$ cat config.mk
export PLATFORM = sky130hd
export DESIGN_NAME = daoc_top
export DESIGN_NICKNAME = d
export VERILOG_FILES = /design/src/daoc_pkg.sv /design/src/daoc_top.sv
export SDC_FILE = /design/constraint.sdc
export NUM_CORES = 1
export LEC_CHECK = 0
export BUFFER_PORTS_ARGS = -buffer_cell sky130_fd_sc_hd__buf_2
export CAP_MARGIN = 10
export CORE_MARGIN = 2
export CORE_UTILIZATION = 30
export CTS_BUF_LIST = sky130_fd_sc_hd__clkbuf_8
export CTS_CLUSTER_SIZE = 12
export DETAILED_ROUTE_END_ITERATION = 6
export SETUP_SLACK_MARGIN = 0.5
export SLEW_MARGIN = 20
export SYNTH_ARGS = -nofsm -noshare
export SYNTH_HDL_FRONTEND = slang
export SYNTH_SLANG_ARGS = --single-unit
export TNS_END_PERCENT = 5
$ cat constraint.sdc
create_clock -name core_clk -period 4.69 [get_ports core_clk]
set_input_delay 1.1725 -clock core_clk [delete_from_list [all_inputs] [get_ports core_clk]]
set_output_delay 1.1725 -clock core_clk [all_outputs]
set_load 0.005 [all_outputs]
$ cat src/daoc_pkg.sv
// constants for the dual analog output control block: register map,
// conversion figures and timing counts.
// assumes a 100 MHz core clock and 16-bit register addresses.
package daoc_pkg;

   // ***************************************************************
   // register map (addresses as seen on the register port)
   // ***************************************************************
   localparam logic [15:0] ADDR_VOLT_BASE = 16'h03E8; // voltage registers, channel 0 first
   localparam logic [15:0] ADDR_BIN_BASE  = 16'hC738; // binary code registers, channel 0 first
   localparam logic [15:0] ADDR_SQW_EN    = 16'hF05C; // square wave enable, write only
   localparam logic [15:0] ADDR_CH_STRIDE = 16'h0002; // a 32-bit value spans two 16-bit registers

   // ***************************************************************
   // converter and code figures
   // ***************************************************************
   localparam int          CODE_W         = 16;         // width of a binary request
   localparam int          DAC_W          = 12;         // widest converter variant
   localparam logic [15:0] CODE_MAX       = 16'hFFFF;   // highest output level
   localparam logic [15:0] CODE_MIN       = 16'h0000;   // lowest output level, factory default
   localparam logic [13:0] VOLT_TO_CODE   = 14'h3333;   // 65535 / 5.0 V, rounded
   localparam logic [2:0]  CODE_TO_VOLT   = 3'h5;       // 5.0 V full scale
   localparam logic [15:0] SQW_HIGH_CODE  = 16'hA8F5;   // 3.3 V at 5.0 V full scale
   localparam logic [7:0]  EXP_BIAS_Q16   = 8'h6F;      // float exponent of 2^-16
   localparam logic [7:0]  EXP_SAT        = 8'h82;      // float exponent of 8.0, beyond full scale
   localparam logic [7:0]  EXP_SHIFT_REF  = 8'h86;      // exponent giving a q16 value with no shift

   // ***************************************************************
   // timing
   // ***************************************************************
   localparam longint CLK_HZ          = 100_000_000;
   localparam longint STARTUP_MS      = 100;           // factory state held after power-up
   localparam longint SQW_HZ          = 10;            // square wave frequency
   localparam longint STARTUP_CYCLES  = CLK_HZ / 1000 * STARTUP_MS;
   localparam longint SQW_HALF_CYCLES = CLK_HZ / (2 * SQW_HZ);
   localparam int     CNT_W           = 24;

endpackage

$ cat src/daoc_top.sv
// register-level control of two analog output channels.
// assumes a register port driven by the device's protocol engine on
// core_clk; converter codes and enables go to the converter interface.
// the float path handles normal numbers only: denormals, infinities and
// not-a-number requests fall to the bottom rail or the top clamp by their
// sign and exponent, which is safe for an output that can only source a voltage.
`timescale 1ns/1ps

module daoc_top #(
   parameter int     DAC_BITS        = 12,
   parameter longint STARTUP_CYCLES  = daoc_pkg::STARTUP_CYCLES,
   parameter longint SQW_HALF_CYCLES = daoc_pkg::SQW_HALF_CYCLES,
   parameter logic [15:0] FULL_SCALE_CODE = daoc_pkg::CODE_MAX
)(
   input  wire logic        core_clk,
   input  wire logic        rst_n,
   input  wire logic [15:0] reg_addr,
   input  wire logic        reg_wr,
   input  wire logic        reg_rd,
   input  wire logic [31:0] reg_wdata,
   output logic      [31:0] reg_rdata,
   output logic             reg_rvalid,
   input  wire logic        stream_out_en_second,
   input  wire logic [15:0] pwrup_code_first,
   input  wire logic [15:0] pwrup_code_second,
   input  wire logic [1:0]  pwrup_disable,
   output logic      [11:0] first_analog_output,
   output logic      [11:0] second_analog_output,
   output logic      [1:0]  dac_enable
);

   // ***************************************************************
   // types and state
   // ***************************************************************
   // the factory state covers the startup hold; once it ends the block
   // stays in the run state until the next reset, so the hold happens once
   typedef enum logic [1:0] {
      ST_FACTORY = 2'b01,
      ST_RUN     = 2'b10
   } daoc_state_t;

   // everything the block remembers lives in this one record, so the
   // reset branch and the register stage below stay in step with it
   typedef struct packed {
      daoc_state_t                                  state;
      logic [daoc_pkg::CNT_W-1:0]                   startup_cnt;
      logic [daoc_pkg::CNT_W-1:0]                   sqw_cnt;
      logic                                         sqw_on;
      logic                                         sqw_high;
      logic [1:0][daoc_pkg::DAC_W-1:0]              code;
      logic [1:0]                                   en;
      logic [31:0]                                  rdata;
      logic                                         rvalid;
   } daoc_regs_t;

   // the counters compare against their last value, so one period is
   // exactly the parameter's count of cycles, end points included
   localparam int SHIFT = daoc_pkg::CODE_W - DAC_BITS;
   localparam logic [daoc_pkg::CNT_W-1:0] STARTUP_LAST = daoc_pkg::CNT_W'(STARTUP_CYCLES - 1);
   localparam logic [daoc_pkg::CNT_W-1:0] SQW_LAST     = daoc_pkg::CNT_W'(SQW_HALF_CYCLES - 1);

   daoc_regs_t cur_ff;
   daoc_regs_t nxt_cur;

   // ***************************************************************
   // conversion helpers
   // ***************************************************************
   // the request becomes volts in 3.16 fixed point, q16, by shifting the
   // mantissa by its exponent; multiplying by the code per volt and keeping
   // the upper half gives the 16-bit code directly.
   // the product keeps one spare bit so that a request just under the
   // saturation exponent cannot wrap before the clamp sees it; the clamp
   // against the full scale parameter models a supply below nominal
   // float volts to a 16-bit code, limited to the achievable full scale
   function automatic logic [15:0] volts_to_code(input logic [31:0] f);
      logic [7:0]  e;
      logic [23:0] m;
      logic [18:0] q16;
      logic [32:0] prod;
      logic [15:0] c;
      e    = f[30:23];
      m    = {1'b1, f[22:0]};
      q16  = '0;
      prod = '0;
      c    = daoc_pkg::CODE_MIN;
      // negative and tiny requests sit at the bottom rail
      if (f[31] || e < daoc_pkg::EXP_BIAS_Q16)
         q16 = '0;
      else if (e >= daoc_pkg::EXP_SAT)
         q16 = '1;
      else
         q16 = 19'(m >> (daoc_pkg::EXP_SHIFT_REF - e));
      prod = 33'(q16) * 33'(daoc_pkg::VOLT_TO_CODE);
      if (prod[32:16] > 17'(daoc_pkg::CODE_MAX))
         c = daoc_pkg::CODE_MAX;
      else
         c = prod[31:16];
      if (c > FULL_SCALE_CODE)
         c = FULL_SCALE_CODE;
      return c;
   endfunction

   // the readback multiplies the code by the full scale volts, finds the
   // leading one and normalises; single precision holds every result
   // exactly, because the product never needs more than 19 bits.
   // a zero code reads back as positive zero
   // 16-bit code back to float volts; exact enough for readback
   function automatic logic [31:0] code_to_volts(input logic [15:0] c);
      logic [18:0] q16;
      logic [4:0]  p;
      logic [41:0] sh;
      logic [31:0] f;
      q16 = 19'(c) * 19'(daoc_pkg::CODE_TO_VOLT);
      p   = '0;
      sh  = '0;
      f   = '0;
      for (int i = 0; i < 19; i++)
         if (q16[i])
            p = 5'(i);
      if (q16 != '0)
      begin
         sh = 42'(q16) << (5'd23 - p);
         f  = {1'b0, daoc_pkg::EXP_BIAS_Q16 + 8'(p), sh[22:0]};
      end
      return f;
   endfunction

   // binary value to converter code, keeping only the top bits
   // at 10-bit resolution the top two code bits stay zero on the port
   function automatic logic [daoc_pkg::DAC_W-1:0] to_dac(input logic [15:0] c);
      return daoc_pkg::DAC_W'(c >> SHIFT);
   endfunction

   // ***************************************************************
   // next-state logic
   // ***************************************************************
   // one process for the whole block so that register writes, the
   // startup switch-over and the square wave resolve in a fixed order
   always_comb
   begin
      logic        hit_volt;
      logic        hit_bin;
      logic        ch;
      logic [15:0] off;
      nxt_cur  = cur_ff;
      hit_volt = 1'b0;
      hit_bin  = 1'b0;
      ch       = 1'b0;
      off      = '0;
      nxt_cur.rvalid = 1'b0;

      // startup: factory level held, then configured state applied
      // code writes that land before the last hold cycle are taken but lost: the
      // power-up setting replaces both channels when the hold ends
      unique case (cur_ff.state)
         ST_FACTORY:
         begin
            if (cur_ff.startup_cnt == STARTUP_LAST)
            begin
               nxt_cur.state = ST_RUN;
               nxt_cur.code[0] = pwrup_disable[0] ? '0 : to_dac(pwrup_code_first);
               nxt_cur.code[1] = pwrup_disable[1] ? '0 : to_dac(pwrup_code_second);
               nxt_cur.en      = ~pwrup_disable;
            end
            else
               nxt_cur.startup_cnt = cur_ff.startup_cnt + 1'b1;
         end
         ST_RUN:
            nxt_cur.startup_cnt = cur_ff.startup_cnt;
      endcase

      // square wave: toggle each half period on the second channel
      // the wave restarts low on every enable, so its first half period is
      // a full one whatever the counter held before; the high level is a
      // fixed code, so a supply below nominal does not scale it
      if (cur_ff.sqw_on)
      begin
         if (cur_ff.sqw_cnt == SQW_LAST)
         begin
            nxt_cur.sqw_cnt  = '0;
            nxt_cur.sqw_high = ~cur_ff.sqw_high;
            nxt_cur.code[1]  = cur_ff.sqw_high ? '0 : to_dac(daoc_pkg::SQW_HIGH_CODE);
            nxt_cur.en[1]    = 1'b1;
         end
         else
            nxt_cur.sqw_cnt = cur_ff.sqw_cnt + 1'b1;
      end

      // register decode; channel chosen by the stride within each window
      // odd offsets fall on the second half of a float and stay unmapped
      if (reg_addr >= daoc_pkg::ADDR_VOLT_BASE && reg_addr < daoc_pkg::ADDR_VOLT_BASE + 16'h0004)
      begin
         off      = reg_addr - daoc_pkg::ADDR_VOLT_BASE;
         hit_volt = (off[0] == 1'b0);
         ch       = off[1];
      end
      if (reg_addr >= daoc_pkg::ADDR_BIN_BASE && reg_addr < daoc_pkg::ADDR_BIN_BASE + 16'h0004)
      begin
         off     = reg_addr - daoc_pkg::ADDR_BIN_BASE;
         hit_bin = (off[0] == 1'b0);
         ch      = off[1];
      end

      // writes come after the square wave so a write in the toggle cycle wins
      // a binary write to the second channel leaves the wave running: a voltage
      // write or a zero enable write cancels it, so the next toggle overwrites it
      if (reg_wr)
      begin
         if (hit_volt)
         begin
            nxt_cur.code[ch] = to_dac(volts_to_code(reg_wdata));
            nxt_cur.en[ch]   = 1'b1;
            if (ch)
            begin
               nxt_cur.sqw_on  = 1'b0;
               nxt_cur.sqw_cnt = '0;
            end
         end
         else if (hit_bin)
         begin
            nxt_cur.code[ch] = to_dac(reg_wdata[15:0]);
            nxt_cur.en[ch]   = 1'b1;
         end
         else if (reg_addr == daoc_pkg::ADDR_SQW_EN)
         begin
            nxt_cur.sqw_on   = (reg_wdata != '0);
            nxt_cur.sqw_cnt  = '0;
            nxt_cur.sqw_high = 1'b0;
            if (reg_wdata != '0)
            begin
               nxt_cur.code[1] = '0;
               nxt_cur.en[1]   = 1'b1;
            end
         end
      end

      // stream-out claims the channel; the square wave gives way
      // the stream request is a one-cycle pulse; it beats an enable written
      // in the same cycle, since the stream owns the channel from then on
      if (stream_out_en_second)
         nxt_cur.sqw_on = 1'b0;

      // reads: voltage registers show what the converter holds now
      // the binary and square wave registers only take writes and answer
      // zero; every read is answered one cycle on, mapped or not
      if (reg_rd)
      begin
         nxt_cur.rvalid = 1'b1;
         if (hit_volt)
            nxt_cur.rdata = code_to_volts(16'(32'(cur_ff.code[ch]) << SHIFT));
         else
            nxt_cur.rdata = '0;
      end
   end

   // ***************************************************************
   // state register
   // ***************************************************************
   // reset puts both channels at the factory level: enabled, minimum
   // the startup hold counts from the release of reset, which stands in
   // for power-up here; a reset in mid-run restarts the hold as well,
   // and it also drops a running square wave
   always_ff @(posedge core_clk or negedge rst_n)
   begin
      if (!rst_n)
      begin
         cur_ff.state       <= ST_FACTORY;
         cur_ff.startup_cnt <= '0;
         cur_ff.sqw_cnt     <= '0;
         cur_ff.sqw_on      <= 1'b0;
         cur_ff.sqw_high    <= 1'b0;
         cur_ff.code        <= '0;
         cur_ff.en          <= 2'h3;
         cur_ff.rdata       <= '0;
         cur_ff.rvalid      <= 1'b0;
      end
      else
         cur_ff <= nxt_cur;
   end

   // ***************************************************************
   // outputs
   // ***************************************************************
   // every output comes straight from the state record, so the converter
   // interface sees no combinational path from the register port
   assign reg_rdata            = cur_ff.rdata;
   assign reg_rvalid           = cur_ff.rvalid;
   assign first_analog_output  = cur_ff.code[0];
   assign second_analog_output = cur_ff.code[1];
   assign dac_enable           = cur_ff.en;

endmodule

# After elaboration in Yosys (flattened, before gate mapping)
# Cells that the tools add are included.
# Widths: inputs -> output; s select.
# op_classes
n_reduce_logical	11
n_shift	2
n_eq_ne	8
n_addsub	7
mux	70
n_bitwise	6
magnitude_cmp	10
n_mul	2
# op_table
op	count
$mux 12	9
$mux 26	4
$mux 16	6
$mux 24	4
$mux 5	16
$mux 19	4
$mux 31	2
$mux 52	1
$mux 25	2
$add 24x1->24 const B	2
$bwmux 24	2
$mux 38	1
$mul 19x14->33 const B	1
$reduce_bool 32->1	1
$mux 13	2
$eq 24x23->1 const B	1
$eq 24x24->1 const B	1
$shr 24x8->19	1
$shl 19x5->23	1
$reduce_bool 19->1	1
$gt 17x16->1 const B	1
$eq 16x16->1 const B	1
$ge 16x10->1 const B	1
$ge 16x16->1 const B	1
30 further kinds	50
# totals
regBits	111
elab_cells	126

# Depth between registers and ports, before layout
# Gate-level depths: netlist (run 1).
# logic_depth
ltp_word	28
mapped_depth	39
depth_no_buf	35

# Worst setup path before layout (run 1)
# No wires, ideal clock.
# synth_path
path_type	input port to flip-flop
from	input reg_wdata[23]
to	register cur_ff (netlist bit first_analog_output[0])
path_slack_ns	-4.897
arrival_time_ns	9.517
path_buffers	4
cell_stages	36
required_time_ns	4.621
cell_sequence	buf_1 -> clkinv_1 -> ha_1 -> clkbuf_1 -> buf_1 -> mux2_2 -> nor2_1 -> nor2_1 -> nand2_1 -> a21oi_1 -> nand2_1 -> nand2_1 -> nand2_1 -> a21oi_1 -> ha_1 -> fa_1 -> inv_1 -> fa_1 -> fa_1 -> inv_1 -> fa_1 -> inv_1 -> fa_1 -> inv_1 -> ha_1 -> a21o_1 -> a21oi_1 -> o22ai_1 -> a311oi_1 -> a21oi_1 -> o221ai_1 -> a21oi_1 -> xnor2_1 -> clkbuf_1 -> o21ai_0 -> nand3_1
# synth_lines
item	line	rtl
from (decl)	daoc_top.sv:20	input wire logic [31:0] reg_wdata,
to (signal assigned)	daoc_top.sv:278	cur_ff <= nxt_cur;
to (decl)	daoc_top.sv:62	daoc_regs_t cur_ff;

==> impl_metrics.tcl, run 1 <==
set metrics [dict create \
    outcome "finished, violations left" \
    violations "setup timing" \
    worst_slew_pin_slew_ns 0.798 \
    die_x_um 219 \
    p_int_uw 2410 \
    synth_edf_count 0 \
    ys_ff_latch 106 \
    setup_violations 50 \
    ys_top_cells_by_area "dfrtp_1, ha_1, fa_1, inv_1, nand2_1" \
    cts-root-buf "clkbuf_8" \
    synth_async_sr_flop_share 1.00 \
    finalWirelength_um 44100 \
    fin_tns_setup_ns -94.64 \
    port_buffers 132 \
    p_per_area_nw_per_um2 227 \
    p_switching_uw 1780 \
    layout-area-overhead-vs-synth_pct 33.5 \
    dieHeight_um 219 \
    ys_warn_count 0 \
    initial_utilization 0.304 \
    path_class "in2reg" \
    ys_seq_area_frac 0.192 \
    period_share 1.70 \
    drc_errors 0 \
    final_cell_mix "buf_4, inv_1, ha_1" \
    drv_slew 0 \
    hold_viol 0 \
    htreeDepth 3 \
    cts_hold_buf 0 \
    grt-ovfl-total 0 \
    place.gp.congestion 0.951 \
    cts_tree "built" \
    cts_made_buffers 9 \
    crit_path_end_kind "flop" \
    drt_iter0_drc 953 \
    num_rows 78 \
    drt_first_pass_iters 6 \
    comb_power_share 0.632 \
    syn-cell-area_um2 13800 \
    grt_max_degree 57 \
    fmax_ghz 0.125 \
    cts.clk_slew.worst_paths_ns 0.12 \
    rr_endpoint "reg_rdata[14]" \
    reg2reg_from "first_analog_output[2]" \
    r2r.worst_path.cells 16 \
    ir_drop_v 0.000216 \
    cp-start-kind "input port" \
    syn_area_per_cell_um2 8.56 \
    synth_top_area_frac 0.186 \
    place_hpwl_um 36600 \
    num_vias 13100 \
    cts.sinks 106 \
    wl_per_cell_um 16.9 \
    grt_pass1_vias 13600 \
    ys_types 90 \
    die_area_um2 47900 \
    ant_nets 0 \
    cap_violations 0 \
    placeableCoreArea_um2 45500 \
    cp_common_cell "fa_1" \
    syn_inst 1617 \
    finClkSkew_ns 0.0214 \
    final_util 0.407 \
    crit_end "first_analog_output[10]" \
    swShare 0.425 \
    nNetsFinal 2334 \
    track_usage 0.183 \
    crit_slowest_cell "fa_1" \
    synthFlopType "dfrtp_1" \
    max_stage_delay_ns 0.51 \
    antenna_cells 0 \
    fin_ws_ns -3.30 \
    clk-insertion-delay-late_ns 0.40 \
    rsz0062_at_grt "yes" \
    critPathRequiredTime_ns 4.97 \
    clock_path_buffers 2 \
    total_power_uw 4200 \
    layout-drive-gt1-share 0.345 \
    slew_headroom 0.465 \
    r2r_setup_slack_ns 0.59 \
    cp-startpoint "reg_wdata[23]" \
    hold_class "reg2reg" \
    mostFrequentLayoutCell "buf_4" \
    io_pins 146 \
    period_needed_ns 7.99 \
    grt_pass1_wl_um 70100 \
    seq_power_share 0.228 \
    yosys.area.top_type "dfrtp_1" \
    antenna_found_initial 0 \
    leakage_uw 0.00886 \
    routed_via_density 5.04 \
    arrival_ns 8.27 \
    p_clk_frac 0.140 \
    crit_path_max_fanout 9 \
]
registers in the layout, indices dropped and copies added, names as in the netlist:
register              count
cur_ff                   52
reg_rdata                27
reg_rvalid                1
second_analog_output     12
dac_enable                2
first_analog_output      12
power groups by stage:
stage	combinational, uW	clock (uW)	sequential, uW
floorplan	1450	0	963
global placement	2330	0	972
detailed placement	2370	0	973
CTS	2530	606	956
global route	2930	639	958
finish	2650	589	956
routing by layer:
layer,vias up,share of wire,GRT usage
li1,6336,-,-
met5,-,0,0
met3,87,0.050,0.0276
met1,6346,0.41,0.222
met2,368,0.50,0.324
met4,0,0.038,0.0723
cells by family (layout without fill, tap and decap cells):
family                     count (synthesis)  after routing  share of synthesized area
DFF                                      106            106                      0.192
and+or+nand+nor                          507            507                      0.177
other                                      1              5                   0.000271
adders and majority gates                248            248                      0.270
buffers and inverters                    294            676                     0.0982
muxes                                     52             52                     0.0472
AOI/OAI and AO/OA                        329            329                      0.162
xor gates and xnor gates                  80             81                     0.0530
metrics by stage:
step	hold slack, ns	std cells	cell area (um^2)	setup slack (ns)
after floorplan	0.438	1621	14100	-3.21
after global placement	0.459	2562	17400	-3.97
after detailed placement	0.471	2562	17400	-4.01
after CTS	0.492	2602	18200	-3.26
after global routing	0.515	2604	18500	-3.53
final	0.488	2604	18500	-3.30
repair_timing:
item / 4_1_cts / 5_1_grt
endpoints found under the setup margin: 50 / 50
buffers inserted: 22 / 1
resized for setup: 98 / 59
pin swaps: 54 / 47
cloned: 2 / 1
worst max-delay path: cells and delay by family:
kind / cells / cell delay [ns]
fa+ha+maj: 8 / 3.15
compound gates: 10 / 1.75
buf+inv: 10 / 0.92
simple gates: 7 / 0.72
mux: 2 / 0.55
cell type report:
cell class / count / area (um^2)
fillers: 4577 / 27000
well taps: 600 / 751
inverters: 176 / 683
multi-input cells: 1222 / 10800
clock inverters: 7 / 75.1
flip-flops and latches: 106 / 2660
repair buffers: 484 / 3430
clock buffers: 9 / 124
worst min path at each step:
stage,startpoint,end,slack (ns),cells past startpoint
6_report,cur_ff[108],cur_ff[108],0.49,1
5_1_grt,cur_ff[98],cur_ff[98],0.51,1
4_1_cts,cur_ff[108],cur_ff[108],0.49,1
3_5_place_dp,reg_rdata[30],reg_rdata[30],0.47,1
3_3_place_gp,cur_ff[108],cur_ff[108],0.46,1
2_1_floorplan,cur_ff[108],cur_ff[108],0.44,1
Yosys cell counts (17+ instances only):
cell type,n
inv_1,171
ha_1,163
nand2_1,146
nor2_1,129
dfrtp_1,103
fa_1,85
o21ai_0,74
a21oi_1,71
buf_4,59
nor3_1,47
clkbuf_1,45
xnor2_1,43
nand3_1,38
xor2_1,34
nand2b_1,30
mux2i_1,29
a211oi_1,25
a21o_1,19
nand4_1,17
(Power assumes the default switching activity.)
==> inputs of run 2 (changes only) <==
- ABC_AREA: default -> 1
- SKIP_LAST_GASP: default -> 1
==> run 2 against run 1 <==
Critical endpoint is now second_analog_output[5]. Cell area shrank 0.12%. Clock skew shrank 0.0089 ns. Area after synthesis grew 3.7%. Utilization shrank 1.8 points. Highest routed layer unchanged. The run still ends with setup timing left. Critical path depth grew 4. Non-clock buffer count shrank 30. Clock power shrank 3%. Largest power group unchanged.
==> impl_metrics.tcl, run 2 <==
set metrics [dict create \
    synthFlopType "dfrtp_1" \
    synth_common_cells "nand2_1, inv_1, ha_1" \
    arrival_ns 8.37 \
    outcome "finished, violations left" \
    htreeDepth 3 \
    fin_tns_setup_ns -87.14 \
    p_per_area_nw_per_um2 234 \
    r2r_setup_slack_ns 0.67 \
    worst_slew_pin_slew_ns 1.15 \
    dieHeight_um 223 \
    synth-simple-area-share 0.236 \
    grt_pass1_vias 14400 \
    antenna_found_initial 0 \
    critPathRequiredTime_ns 4.98 \
    crit_slowest_cell "fa_1" \
    ys_ff_latch 106 \
    layout-area-overhead-vs-synth_pct 28.6 \
    cts.sinks 106 \
    ir_drop_v 0.000168 \
    num_vias 14300 \
    synth-compound-area-share 0.142 \
    violations "setup timing" \
    postLayoutCellArea_um2 18500 \
    cts_hold_buf 0 \
    clk-insertion-delay-late_ns 0.41 \
    drc_errors 0 \
    synth_top_area_frac 0.179 \
    drv_slew 0 \
    initial_utilization 0.302 \
    reg2reg_from "first_analog_output[6]" \
    drt_first_pass_iters 6 \
    clock_path_buffers 2 \
    wl_per_cell_um 15.3 \
    routed_via_density 4.84 \
    max_stage_delay_ns 0.58 \
    synth_most_common_cell "nand2_1" \
    ys_warn_count 0 \
    synthXorXnorAreaFrac 0.0340 \
    die_area_um2 49700 \
    fin_ws_ns -3.40 \
    fill_cells 4927 \
    cts-root-buf "clkbuf_8" \
    drt_iter0_drc 859 \
    holdWs_ns 0.479 \
    placeableCoreArea_um2 47500 \
    period_share 1.72 \
    crit_path_max_fanout 18 \
    yosys.area.top_type "dfrtp_1" \
    finClkSkew_ns 0.0125 \
    syn_inst 1990 \
    grt-ovfl-total 0 \
    cp-start-kind "input port" \
    cts_tree "built" \
    grt_pass1_wl_um 73300 \
    cp-startpoint "reg_wdata[25]" \
    synth_top_family_by_area "adder cells" \
    rr_endpoint "reg_rdata[21]" \
    slew_headroom 0.230 \
    place_hpwl_um 38700 \
    synth_async_sr_flop_share 1.00 \
    fmax_ghz 0.124 \
    rsz0062_at_grt "yes" \
    path_class "in2reg" \
    placed_area_um2 17700 \
    die_x_um 223 \
    ys_seq_area_frac 0.185 \
    grt_max_degree 57 \
    mostFrequentLayoutCell "nand2_1" \
    cts_made_buffers 9 \
    ant_nets 0 \
    r2r.worst_path.cells 24 \
    antenna_cells 0 \
    port_buffers 132 \
    leakage_uw 0.00962 \
    setup_violations 49 \
    crit_path_end_kind "flop" \
    cap_violations 0 \
    layout-drive-gt1-share 0.274 \
    final_cell_mix "nand2_1, inv_1, buf_4" \
    top_register "cur_ff" \
    period_needed_ns 8.09 \
    crit_end "second_analog_output[5]" \
    largest_register_ffs 52 \
    ys_top_cells_by_area "dfrtp_1, ha_1, fa_1, nand2_1, inv_1" \
    hold_viol 0 \
    synth_edf_count 0 \
    hold_class "reg2reg" \
    track_usage 0.184 \
    ys_types 60 \
    synth-adder-area-share 0.260 \
    place.gp.congestion 0.959 \
    synth.mux.area_fraction 0.00418 \
    syn-cell-area_um2 14400 \
    io_pins 146 \
    syn_area_per_cell_um2 7.22 \
    finalWirelength_um 45400 \
    nNetsFinal 2677 \
    hold_path_depth 2 \
    cts.clk_slew.worst_paths_ns 0.09 \
    num_rows 80 \
]
==> run 2: cell types whose count changed in the layout (fill, tap and decap cells not counted), moves of 21 or more <==
cell	before	now
xnor2_1	40	16
buf_4	337	311
nor2_1	124	103
a21oi_1	46	67
o21ai_0	52	97
nand2_1	140	376
inv_1	165	324
nand3_1	35	111
nand2b_1	27	0
o211ai_1	6	27
==> run 2: cells by family after synthesis <==
logic type | Yosys count
DFF | 106
xor gates and xnor gates | 54
other | 1
muxes | 6
AOI/OAI and AO/OA | 351
adders and majority gates | 248
and+or+nand+nor | 762
buffers and inverters | 462
==> run 2: worst min path at each step <==
| stage | from | to |
|---|---|---|
| 2_1_floorplan | cur_ff[108] | cur_ff[108] |
| 3_3_place_gp | cur_ff[109] | cur_ff[109] |
| 3_5_place_dp | reg_rdata[26] | reg_rdata[26] |
| 4_1_cts | cur_ff[108] | cur_ff[108] |
| 5_1_grt | cur_ff[88] | cur_ff[88] |
| 6_report | reg_rdata[26] | reg_rdata[26] |
==> run 2: report_power, final <==
part | internal [uW] | switching, uW | leakage [uW]
clock network | 253 | 320 | 0.000105
registers | 918 | 4.63 | 0.00138
logic | 1320 | 1520 | 0.00813
==> run 2: per-stage QoR <==
step	instances	power, uW	setup slack (ns)	utilization
after floorplan	1994	2550	-3.11	-
after global placement	2921	3510	-4.11	0.372
after detailed placement	2921	3530	-4.21	0.372
after CTS	2950	4230	-3.22	0.382
after global routing	2961	4710	-3.85	0.388
final	2961	4330	-3.40	0.388
==> run 2: area by class of cell <==
class | count | area, um^2 | share of cell area
timing repair buffer | 454 | 3210 | 0.174
clock inverter | 5 | 47.5 | 0.00257
clock buffer | 10 | 138 | 0.00745
inverter | 345 | 1310 | 0.0708
multi-input combinational | 1426 | 10300 | 0.560
sequential | 106 | 2660 | 0.144
tap | 615 | 769 | 0.0417
==> run 2: metal layers <==
layer	track usage	vias up	wire, um
met1	0.227	6733	19400
met5	0	-	0
met2	0.324	369	22200
li1	-	7146	-
met4	0.0775	0	1690
met3	0.0220	81	2090
==> run 2: critical path, delay by kind of cell <==
family	cells	cell delay, ns
adders and majority gates	7	2.75
buffers and inverters	8	0.96
AOI/OAI and AO/OA	10	1.43
xor gates and xnor gates	2	0.33
and+or+nand+nor	14	1.69
==> run 2: repair_timing <==
action | CTS | global route
gates cloned | 2 | 0
endpoints found under the setup margin | 50 | 50
pin swaps | 55 | 53
resized for setup | 54 | 56
setup buffers | 12 | 11
==> inputs of run 3 (changes only) <==
- CORE_UTILIZATION: 30 -> 35
==> run 3 against run 2 <==
The flow still finishes with violations (setup timing). Utilization is 5.7 points higher. Wire length is 1.9% lower. Via count is 0.94% lower. Register-to-register slack hardly changed. Sequential power hardly changed. Global-route usage is 2.7 points higher. Critical path depth is 2 higher. Combinational power is 3% lower. Critical path type unchanged.
==> impl_metrics.tcl, run 3 (synthesis results as in run 2) <==
set metrics [dict create \
    outcome "finished, violations left" \
    violations "setup timing" \
    cts_tree "built" \
    grt_pass1_wl_um 71700 \
    final_cell_mix "nand2_1, inv_1, buf_4" \
    num_rows 74 \
    grt_pass1_vias 14300 \
    postLayoutCellArea_um2 18100 \
    cts.sinks 106 \
    comb_power_share 0.641 \
    arrival_ns 8.44 \
    fmax_ghz 0.123 \
    drt_iter0_drc 752 \
    ant_nets 0 \
    critPathRequiredTime_ns 4.98 \
    r2r_setup_slack_ns 0.67 \
    drv_slew 0 \
    grt_max_degree 39 \
    initial_utilization 0.353 \
    leakage_uw 0.00950 \
    clk-insertion-delay-late_ns 0.42 \
    place.gp.congestion 0.921 \
    total_power_uw 4290 \
    wl_per_cell_um 15.5 \
    die_x_um 207 \
    fin_ws_ns -3.46 \
    seq_power_share 0.215 \
    largest_register_ffs 52 \
    p_per_area_nw_per_um2 237 \
    route.met3.wl_um 1360 \
    layout-area-overhead-vs-synth_pct 25.9 \
    cp_top_family "adder cells" \
    swShare 0.428 \
    placeableCoreArea_um2 40600 \
    fin_tns_setup_ns -91.42 \
    num_vias 14200 \
    grt-ovfl-total 0 \
    cp-start-kind "input port" \
    slew_headroom 0.394 \
    max_stage_delay_ns 0.56 \
    setup_violations 50 \
    hold_viol 0 \
    path_buf_inv 9 \
    drt_first_pass_iters 6 \
    period_share 1.74 \
    crit_path_max_fanout 14 \
    crit_path_end_kind "flop" \
    worst_slew_pin_slew_ns 0.906 \
    cap_violations 0 \
    final_util 0.445 \
    crit_slowest_cell "fa_1" \
    cts.clk_slew.worst_paths_ns 0.12 \
    dieHeight_um 207 \
    mostFrequentLayoutCell "nand2_1" \
    rsz0062_at_grt "yes" \
    clock_path_buffers 2 \
    htreeDepth 3 \
    ir_drop_v 0.000167 \
    p_switching_uw 1840 \
    antenna_cells 0 \
    nNetsFinal 2666 \
    cp_common_cell "nand2_1" \
    hold_class "reg2reg" \
    track_usage 0.211 \
    finClkSkew_ns 0.0259 \
    period_needed_ns 8.15 \
    path_class "in2reg" \
    port_buffers 132 \
    routed_via_density 4.95 \
    antenna_found_initial 0 \
    die_area_um2 42700 \
    p_int_uw 2450 \
    place_hpwl_um 37700 \
    cts-root-buf "clkbuf_8" \
    wl_met1_um 18900 \
    io_pins 146 \
    top_register "cur_ff" \
    drc_errors 0 \
    placed_area_um2 17600 \
    wl_met2_um 22400 \
    layout-drive-gt1-share 0.254 \
    top_layer_used "met4" \
    finalWirelength_um 44600 \
    p_clk_frac 0.144 \
    cts_made_buffers 9 \
]
[run 3: what timing repair did]
action / in CTS / in global routing
cloned: 1 / 0
endpoints found under the setup margin: 50 / 50
gates resized for setup: 20 / 20
pin swaps: 15 / 13
buffers inserted: 10 / 5
hold buffers: 0 / 0
[run 3: worst paths after layout]
check                           cells after the start               startpoint                 endpoint
worst max-delay path                               43            reg_wdata[24]  second_analog_output[1]
min in group asynchronous                           1                    rst_n   first_analog_output[1]
max in group asynchronous                           2                    rst_n               cur_ff[74]
worst min register to register                      1              cur_ff[108]              cur_ff[108]
worst max register to register                     23  second_analog_output[3]            reg_rdata[14]
worst min-delay path                                1              cur_ff[108]              cur_ff[108]
[run 3: cell type report]
type | instances | area (um^2)
Fill cell | 4158 | 22600
Clock buffer | 9 | 124
Sequential cell | 106 | 2660
Clock inverter | 7 | 85.1
Tap cell | 532 | 666
Inverter | 345 | 1300
Multi-Input combinational cell | 1426 | 10200
Timing Repair Buffer | 443 | 3070
[run 3: per-stage QoR]
step           std cells  hold WS, ns  setup WS (ns)
5_1_grt             2868        0.503          -3.91
3_5_place_dp        2836        0.457          -4.03
4_1_cts             2863        0.476          -3.33
2_1_floorplan       1994        0.442          -3.11
3_3_place_gp        2836        0.458          -3.96
6_report            2868        0.473          -3.46
[run 3: routing by layer]
metal / up-vias / track usage
met2: 316 / 0.387
met1: 6667 / 0.254
li1: 7118 / -
met5: - / 0
met4: 0 / 0.0906
met3: 93 / 0.0148
[run 3: power by group through the flow]
stage	clock [uW]	sequential, uW	combinational [uW]
after global placement	0	940	2560
after global routing	672	924	3070
after CTS	636	923	2720
final	620	923	2750
after detailed placement	0	941	2600
after floorplan	0	939	1610
